===== config.mk =====
export PLATFORM = sky130hd
export DESIGN_NAME = fiowd_top
export DESIGN_NICKNAME = d
export VERILOG_FILES = /design/src/hw/fiowd_pkg.sv /design/src/hw/fiowd_hyst.sv /design/src/hw/fiowd_top.sv
export SDC_FILE = /design/constraint.sdc
export NUM_CORES = 2
export LEC_CHECK = 0
export BUFFER_PORTS_ARGS = -buffer_cell sky130_fd_sc_hd__clkbuf_2
export CORE_MARGIN = 2
export CORE_UTILIZATION = 45
export DETAILED_ROUTE_END_ITERATION = 8
export PLACE_DENSITY_LB_ADDON = 0.08
export SYNTH_ARGS = -nofsm -noshare
export SYNTH_HDL_FRONTEND = slang
export SYNTH_SLANG_ARGS = --single-unit

===== constraint.sdc =====
create_clock -name clk -period 5.05 [get_ports clk]
set_input_delay 0.505 -clock clk [delete_from_list [all_inputs] [get_ports clk]]
set_output_delay 0.505 -clock clk [all_outputs]
set_load 0.02 [all_outputs]

===== src/hw/fiowd_pkg.sv =====
package fiowd_pkg;

  // ==========================================
  // Parameter selector codes
  localparam logic [3:0] SEL_NV_SPEED   = 4'h0;
  localparam logic [3:0] SEL_NV_UNIT    = 4'h1;
  localparam logic [3:0] SEL_UNIT       = 4'h2;
  localparam logic [3:0] SEL_NV_PERIOD  = 4'h3;
  localparam logic [3:0] SEL_PERIOD     = 4'h4;
  localparam logic [3:0] SEL_OUTPUT     = 4'h5;
  localparam logic [3:0] SEL_INPUT      = 4'h6;
  localparam logic [3:0] SEL_FAULT      = 4'h7;
  localparam logic [3:0] SEL_STATUS     = 4'h8;

  // ==========================================
  // Reset values of the stored parameters
  localparam logic [15:0] RST_NV_SPEED  = 16'h0009;
  localparam logic [31:0] RST_NV_UNIT   = 32'h00000000;
  localparam logic [15:0] RST_NV_PERIOD = 16'h0032;

  // ==========================================
  // Fault and status bit positions
  localparam int FLT_WATCHDOG = 0;
  localparam int FLT_OVERCUR  = 1;
  localparam int FLT_OVERTEMP = 2;
  localparam int FLT_FIELD    = 3;
  localparam int FLT_POWERUP  = 4;
  localparam logic [15:0] RST_FAULT = 16'h0010;
  localparam int STS_FIELD_OK   = 0;
  localparam int STS_FIELD_LOST = 1;
  localparam int STS_FAULT      = 2;
  localparam int STS_RUNNING    = 3;

  // ==========================================
  // Thresholds and timing
  localparam logic [15:0] HYST_HI_PCT    = 16'h003C;
  localparam logic [15:0] HYST_LO_PCT    = 16'h0028;
  localparam logic [7:0]  FIELD_MIN_CODE = 8'h38;
  localparam int CLK_PERIOD_NS = 40;
  localparam int WD_UNIT_NS    = 1000000;
  localparam int WD_UNIT_CYC   = WD_UNIT_NS / CLK_PERIOD_NS;

  typedef enum logic {FIOWD_LOAD, FIOWD_RUN} fiowd_phase_t;

  function automatic logic fiowd_sel_valid(input logic [3:0] sel);
    fiowd_sel_valid = (sel <= SEL_STATUS);
  endfunction

  // Code at or above pct percent of the field code
  function automatic logic fiowd_at_least(input logic [7:0] code, input logic [7:0] field,
                                          input logic [15:0] pct);
    fiowd_at_least = (16'(code) * 16'h0064) >= (16'(field) * pct);
  endfunction

endpackage


===== src/hw/fiowd_hyst.sv =====
`timescale 1ns/10ps
`default_nettype none
module fiowd_hyst
  import fiowd_pkg::*;
#(
  parameter int N = 32
) (
  input  wire logic                 clk,
  input  wire logic                 rst_b,
  input  wire logic                 ce,
  input  wire logic [N-1:0][7:0]    level_code,
  input  wire logic [7:0]           field_code,
  output logic      [N-1:0]         level
);

  typedef struct packed {
    logic [N-1:0] level;
  } fiowd_hyst_t;

  fiowd_hyst_t st;
  fiowd_hyst_t next_st;

  always_comb begin
    next_st = st;
    if (ce) begin
      for (int i = 0; i < N; i++) begin
        // Between the thresholds the last level holds
        if (fiowd_at_least(level_code[i], field_code, HYST_HI_PCT)) begin
          next_st.level[i] = 1'b1;
        end else if (!fiowd_at_least(level_code[i], field_code, HYST_LO_PCT)) begin
          next_st.level[i] = 1'b0;
        end
      end
    end
  end

  always_ff @(posedge clk or negedge rst_b) begin
    if (!rst_b) begin
      st <= '0;
    end else begin
      st <= next_st;
    end
  end

  assign level = st.level;
endmodule // fiowd_hyst
`default_nettype wire


===== src/hw/fiowd_top.sv =====
`timescale 1ns/10ps
`default_nettype none
// Operation
// - 32 inputs and 16 outputs, independent
// - Overcurrent forces that output off, faults
// - Chip overtemperature disables its outputs, faults
// - Each chip serves 8 consecutive outputs
// - Input high at 60%, low at 40%
// - Input voltage read as 8-bit code
// - Modes 1, 2 return analog inputs 0-3
// - Report field loss when separately supplied
// - Watchdog timeout sets fault, outputs off
// - Output writes ignored while faulted; host clears
// - Powers up faulted; host clears first
// - Outputs one 16-bit word, inputs 32-bit
// - Working watchdog period in ms governs timeout
// - Unit identifier: non-volatile and working copies
// - Config indicators off in normal operation
// - Power-up copies non-volatile into working values
// - Watchdog period zero disables watchdog
module fiowd_top
  import fiowd_pkg::*;
#(
  parameter int N_IN         = 32,
  parameter int N_OUT        = 16,
  parameter int OUT_PER_CHIP = 8,
  parameter int TICK_CYC     = WD_UNIT_CYC
) (
  input  wire logic                   clk,
  input  wire logic                   rst_b,
  input  wire logic                   ce,
  input  wire logic                   param_rd,
  input  wire logic                   param_wr,
  input  wire logic [3:0]             param_sel,
  input  wire logic [31:0]            param_wdata,
  output logic      [31:0]            param_rdata,
  output logic                        param_ack,
  output logic                        param_err,
  input  wire logic [1:0]             pd_mode,
  input  wire logic [N_IN-1:0][7:0]   in_level_code,
  input  wire logic [7:0]             field_code,
  input  wire logic                   separate_supply,
  input  wire logic [N_OUT-1:0]       drv_overcurrent,
  input  wire logic [N_OUT/OUT_PER_CHIP-1:0] drv_overtemp,
  output logic      [N_OUT-1:0]       field_out,
  output logic      [3:0][7:0]        analog_in_0_3,
  output logic      [7:0]             field_report,
  output logic                        cfg_init_indicator,
  output logic                        cfg_done_indicator,
  output logic                        field_power_indicator,
  output logic                        logic_power_indicator,
  output logic                        power_fail_indicator
);

  localparam int N_CHIP = N_OUT / OUT_PER_CHIP;

  // ==========================================
  // Elaboration checks
  if (N_IN != 32 || N_OUT != 16) begin : g_bad_width
    $error("fiowd_top: words are fixed at 32 inputs and 16 outputs");
  end
  if (OUT_PER_CHIP < 1 || (N_OUT % OUT_PER_CHIP) != 0) begin : g_bad_chip
    $error("fiowd_top: outputs must split evenly across driver chips");
  end
  if (TICK_CYC < 1) begin : g_bad_tick
    $error("fiowd_top: millisecond tick must be at least one cycle");
  end

  typedef struct packed {
    fiowd_phase_t      phase;
    logic [15:0]       nv_speed;
    logic [31:0]       nv_unit;
    logic [31:0]       unit;
    logic [15:0]       nv_period;
    logic [15:0]       period;
    logic [15:0]       out_word;
    logic [15:0]       fault;
    logic [15:0]       oc_off;
    logic [15:0]       ot_off;
    logic [31:0]       tick_cnt;
    logic [15:0]       ms_cnt;
    logic [15:0]       field_out;
    logic [31:0]       rdata;
    logic              ack;
    logic              err;
    logic [3:0][7:0]   analog;
    logic [7:0]        field_rpt;
    logic              cfg_ind;
    logic              field_lost;
  } fiowd_state_t;

  fiowd_state_t st;
  fiowd_state_t next_st;
  logic [N_IN-1:0] in_level;
  logic            access_ok;
  logic            field_low;
  logic [15:0]     clr;
  logic [15:0]     set;
  logic [15:0]     ot_mask;
  logic [15:0]     status;
  logic [15:0]     next_ms;

  // ==========================================
  // Input classification
  fiowd_hyst #(
    .N (N_IN)
  ) u_hyst (
    .clk        (clk),
    .rst_b      (rst_b),
    .ce         (ce),
    .level_code (in_level_code),
    .field_code (field_code),
    .level      (in_level)
  );

  assign access_ok = (param_rd | param_wr) & fiowd_sel_valid(param_sel);
  assign field_low = field_code < FIELD_MIN_CODE;
  assign status    = {12'h000, st.phase == FIOWD_RUN, |st.fault, st.field_lost, !field_low};

  // ==========================================
  // Next state
  always_comb begin
    next_st = st;
    clr     = 16'h0000;
    set     = 16'h0000;
    ot_mask = 16'h0000;
    next_ms = st.ms_cnt;
    if (ce) begin
      next_st.ack = 1'b0;
      next_st.err = 1'b0;
      if (st.phase == FIOWD_LOAD) begin
        next_st.period  = st.nv_period;
        next_st.unit    = st.nv_unit;
        next_st.cfg_ind = 1'b0;
        next_st.phase   = FIOWD_RUN;
      end else begin
        // Host parameter access
        if (param_rd | param_wr) begin
          next_st.ack   = 1'b1;
          next_st.err   = !access_ok;
          next_st.rdata = 32'h00000000;
        end
        // A write wins when both strobes are high
        if (param_wr) begin
          case (param_sel)
            SEL_NV_SPEED:  next_st.nv_speed  = param_wdata[15:0];
            SEL_NV_UNIT:   next_st.nv_unit   = param_wdata;
            SEL_UNIT:      next_st.unit      = param_wdata;
            SEL_NV_PERIOD: next_st.nv_period = param_wdata[15:0];
            SEL_PERIOD:    next_st.period    = param_wdata[15:0];
            SEL_OUTPUT: begin
              if (st.fault == 16'h0000) begin
                next_st.out_word = param_wdata[15:0];
              end
            end
            SEL_FAULT:     clr = param_wdata[15:0];
            default: ;
          endcase
        end else if (param_rd) begin
          case (param_sel)
            SEL_NV_SPEED:  next_st.rdata = {16'h0000, st.nv_speed};
            SEL_NV_UNIT:   next_st.rdata = st.nv_unit;
            SEL_UNIT:      next_st.rdata = st.unit;
            SEL_NV_PERIOD: next_st.rdata = {16'h0000, st.nv_period};
            SEL_PERIOD:    next_st.rdata = {16'h0000, st.period};
            SEL_OUTPUT:    next_st.rdata = {16'h0000, st.out_word};
            SEL_INPUT:     next_st.rdata = in_level;
            SEL_FAULT:     next_st.rdata = {16'h0000, st.fault};
            SEL_STATUS:    next_st.rdata = {16'h0000, status};
            default:       next_st.rdata = 32'h00000000;
          endcase
        end

        // Watchdog, counted in whole milliseconds
        // Unmapped selectors leave the count running
        if (access_ok) begin
          next_st.tick_cnt = 32'h00000000;
          next_st.ms_cnt   = 16'h0000;
        end else if (st.period == 16'h0000 || st.fault[FLT_WATCHDOG]) begin
          next_st.tick_cnt = 32'h00000000;
          next_st.ms_cnt   = 16'h0000;
        end else if (st.tick_cnt == 32'(TICK_CYC - 1)) begin
          next_st.tick_cnt = 32'h00000000;
          next_ms          = st.ms_cnt + 16'h0001;
          next_st.ms_cnt   = next_ms;
          if (next_ms >= st.period) begin
            set[FLT_WATCHDOG] = 1'b1;
          end
        end else begin
          next_st.tick_cnt = st.tick_cnt + 32'h00000001;
        end

        // Driver protection
        if (|drv_overcurrent) begin
          set[FLT_OVERCUR] = 1'b1;
        end
        // Chip c owns a run of OUT_PER_CHIP outputs
        for (int c = 0; c < N_CHIP; c++) begin
          if (drv_overtemp[c]) begin
            set[FLT_OVERTEMP] = 1'b1;
            for (int b = 0; b < OUT_PER_CHIP; b++) begin
              ot_mask[c * OUT_PER_CHIP + b] = 1'b1;
            end
          end
        end
        // Loss only matters when the processor has its own supply
        next_st.field_lost = separate_supply & field_low;
        if (separate_supply & field_low) begin
          set[FLT_FIELD] = 1'b1;
        end

        // Set wins over a clear in the same cycle
        next_st.fault  = (st.fault & ~clr) | set;
        next_st.oc_off = (st.oc_off & ~{16{clr[FLT_OVERCUR]}}) | drv_overcurrent;
        next_st.ot_off = (st.ot_off & ~{16{clr[FLT_OVERTEMP]}}) | ot_mask;

        // Process data extras
        for (int a = 0; a < 4; a++) begin
          next_st.analog[a] = (pd_mode == 2'h1 || pd_mode == 2'h2) ? in_level_code[a] : 8'h00;
        end
        next_st.field_rpt = (pd_mode == 2'h2) ? field_code : 8'h00;
      end
      // Outputs follow the settled word and masks; any fault turns all off
      next_st.field_out = (next_st.fault == 16'h0000) ?
                          (next_st.out_word & ~next_st.oc_off & ~next_st.ot_off) : 16'h0000;
    end
  end

  always_ff @(posedge clk or negedge rst_b) begin
    if (!rst_b) begin
      // Comes up faulted; the host must clear before driving
      st           <= '0;
      st.phase     <= FIOWD_LOAD;
      st.nv_speed  <= RST_NV_SPEED;
      st.nv_unit   <= RST_NV_UNIT;
      st.nv_period <= RST_NV_PERIOD;
      st.fault     <= RST_FAULT;
      st.cfg_ind   <= 1'b1;
    end else begin
      st <= next_st;
    end
  end

  // ==========================================
  // Outputs
  assign param_rdata           = st.rdata;
  assign param_ack             = st.ack;
  assign param_err             = st.err;
  assign field_out             = st.field_out;
  assign analog_in_0_3         = st.analog;
  assign field_report          = st.field_rpt;
  assign cfg_init_indicator    = st.cfg_ind;
  assign cfg_done_indicator    = st.cfg_ind;
  assign field_power_indicator = !st.field_lost;
  assign logic_power_indicator = st.phase == FIOWD_RUN;
  assign power_fail_indicator  = st.field_lost;
endmodule // fiowd_top
`default_nettype wire


==> metrics <==
async set-or-reset flop fraction in the synthesized netlist=1.00; library cell occupying the most area in the post-synthesis netlist=ha_1; wire length of the first global-routing pass=257000 um; period utilization=0.878; count of endpoints failing setup in the final report=0; standard cell with the maximum stage delay on the critical path=fa_1; total power density per cell area=371 nW/um^2; clock buffer depth=3; Area Growth Syn to Fin=11.3%; cells taking the most area after synthesis=ha_1, dfrtp_1, fa_1; Worst setup SP type=primary input; Relative slew margins=0.262; buffers inserted by post-CTS timing repair=0; TritonCTS clock tree=done; Critical Setup Path Class=in -> reg; count of buffers from port buffering=420; portion of synthesized cell area occupied by the leading cell type=0.401; antenna violations before repair=5; flip-flop cell with the highest count after synthesis=dfrtp_1; die footprint=121000 um^2; highest fanout seen on the critical path=6; clock-pin slew reported for the worst setup and hold paths after clock tree synthesis=60 ps; CP most frequent cell=fa_1; iteration count of the initial detailed-routing pass=5; Clk network pwr share=0.167; Net Switching=0.0102 W; CP Data Required Time=5530 ps; overall routed net length=165000 um; chip height=347 um; count of nets after finishing=8140; via count=43900; detailed-route vias per instance=5.80; max-cap viol count=0; count of fill cells added during filler insertion=10900; total placed cells including tap cells=7481; crit path DAT=4910 ps; non-filler cells in the finished layout=7569; final worst hold slack=144 ps; IO Pins=421; total number of yosys warnings=0; part of the power in registers=0.162; share of the core filled with cells=0.507; most frequently used cell type in the post-synthesis netlist=ha_1; combinational power share=0.671; number of enable-type register cells in the synthesized netlist=0; clock sink count=349; switching share of power=0.464; class of the most critical hold timing path=in -> reg; H-tree Lvls=2; Yosys reg bits=349; area taken by flip-flops and latches=8740 um^2; maximum single-stage delay on the critical path=520 ps; Avg Synthesized Cell Area=9.41 um^2; area of the multi-input gates=42000 um^2; Least-Margin Pin Slew=1110 ps; worst clock skew=27.1 ps; floorplan row count=125; number of global-route vias before repair=44200; ordered list of cells on the worst path=clkbuf_2, buf_4, fa_1, fa_1, inv_1, fa_2, nor2b_1, o21ai_1, a21boi_0, o21a_1, nor2_4, o21ai_2, xnor2_4, ha_1, or3_1, a2111oi_0, o32ai_1, a211o_1; Leakage Power=30.4 nW; result of the run=finished clean; share of final-layout standard cells stronger than drive strength 1=0.129; largest net degree at the start of global routing=103; initial DRC count=2404; total CTS buffers=45; Remaining DRCs=0; root buffer cell=clkbuf_16; RSZ-0062 raised after global routing=false; all-layer global routing usage=0.273; maximum achievable frequency=225 MHz; ranking of synthesized cells by instance count=ha_1, inv_1, a21oi_1; maximum vdd ir drop=0.000279 V; Fin. Hold Viols=0; number of nets with antenna violations after detailed routing=0; global-route congestion overflow total=0; Final Slew Violations=0; mean routed wirelength per cell=21.9 um; effective utilization at floorplan=0.455; total internal power=0.0118 W; weighted congestion at the end of routability-driven global placement=0.901; part of the Yosys area used for sequential elements=0.165; crit path capture type=flop; area of the core region=117000 um^2; die boundary width=347 um; cell count after synthesis=5641; minimum clock period after layout=4440 ps; latest clock arrival within the worst-skew pair=610 ps; Post-Syn Area=53100 um^2; number of distinct library cells after synthesis=77; detailed placement HPWL=132000 um; number of nets in the synthesized netlist=7776
-- placed cells by master (no fill, tap or decap), drive strengths merged, types with 23 or more instances in the layout --
cell type and count:
nor2b 76, nand4 55, a21o 120, and2 28, nor2 206, nor3 67
clkbuf 479, o21bai 35, ha 1699, a2111oi 27, buf 115, a21boi 25
a22oi 84, nand2b 72, fa 110, mux2 96, o211ai 46, a221oi 38
o21a 73, xnor2 188, a21oi 350, nand3b 23, dfrtp 342, o31ai 41
a31oi 59, inv 399, a211oi 23, nand2 339, o41ai 25, nand3 52
o21ai 349, a221o 26, nor4 28, xor2 118
-- routing by layer --
metal,global-route usage,wire [um],vias up
li1,-,-,21600
met1,0.361,75300,21200
met2,0.474,78600,940
met3,0.0270,7170,177
met4,0.0728,4300,4
met5,0,23,-
-- logic make-up after synthesis --
logic type | synth area share
adders and majority gates | 0.442
AOI/OAI and AO/OA | 0.177
and+or+nand+nor | 0.0944
buffers and inverters | 0.0503
DFF | 0.165
xor gates and xnor gates | 0.0505
muxes | 0.0206
-- cell type report --
type,instances,area share
Multi-Input combinational cell,4682,0.711
Sequential cell,349,0.148
Timing Repair Buffer,533,0.0545
Tap cell,1524,0.0323
Inverter,394,0.0251
Clock buffer,62,0.0225
Clock inverter,22,0.00599
Antenna cell,3,0.000127
-- worst paths after layout --
check | startpoint | end | slack (ps) | cells after the start
worst max-delay path | field_code[1] | u_hyst.level[17] | 610 | 18
worst min-delay path | param_wdata[22] | st[290] | 140 | 2
worst max register to register | st[92] | field_out[2] | 1090 | 14
worst min register to register | analog_in_0_3[1] | analog_in_0_3[1] | 480 | 2
max in group asynchronous | rst_b | st[256] | 3400 | 3
min in group asynchronous | rst_b | st[171] | 530 | 2
-- state kept, by name (all words and copies together), names as in the netlist, 8 cells and up --
name	flops
field_out	16
analog_in_0_3	32
u_hyst.level	32
field_report	8
param_rdata	32
st	224
-- power by group through the flow --
stage                     registers [W]  clock network (W)  logic (W)
after floorplan                 0.00337                  0     0.0101
after global placement          0.00359                  0     0.0143
after detailed placement        0.00359                  0     0.0146
after CTS                       0.00355            0.00375     0.0147
after global routing            0.00358            0.00385     0.0168
final                           0.00355            0.00367     0.0147
-- worst max-delay path, delay by kind of cell --
| family | cells | cell delay, ps |
|---|---|---|
| xor gates and xnor gates | 1 | 220 |
| AOI/OAI and AO/OA | 7 | 1570 |
| and+or+nand+nor | 3 | 580 |
| adders and majority gates | 4 | 1670 |
| buffers and inverters | 3 | 350 |
-- metrics by stage --
step	power, W	area (um^2)	setup TNS, ps	worst slack (ps)
global placement	0.0179	57400	0	95.4
CTS	0.0220	59100	0	684
detailed placement	0.0182	57400	0	62.4
finish	0.0219	59100	0	615
global route	0.0242	59100	0	311
floorplan	0.0135	53300	-29.1	-29.1
-- what timing repair did --
action	4_1_cts	5_1_grt
hold buffers	1	0
hold endpoints to repair	29	0
gates resized for setup	0	0
Power figures use the tool's default switching activity.
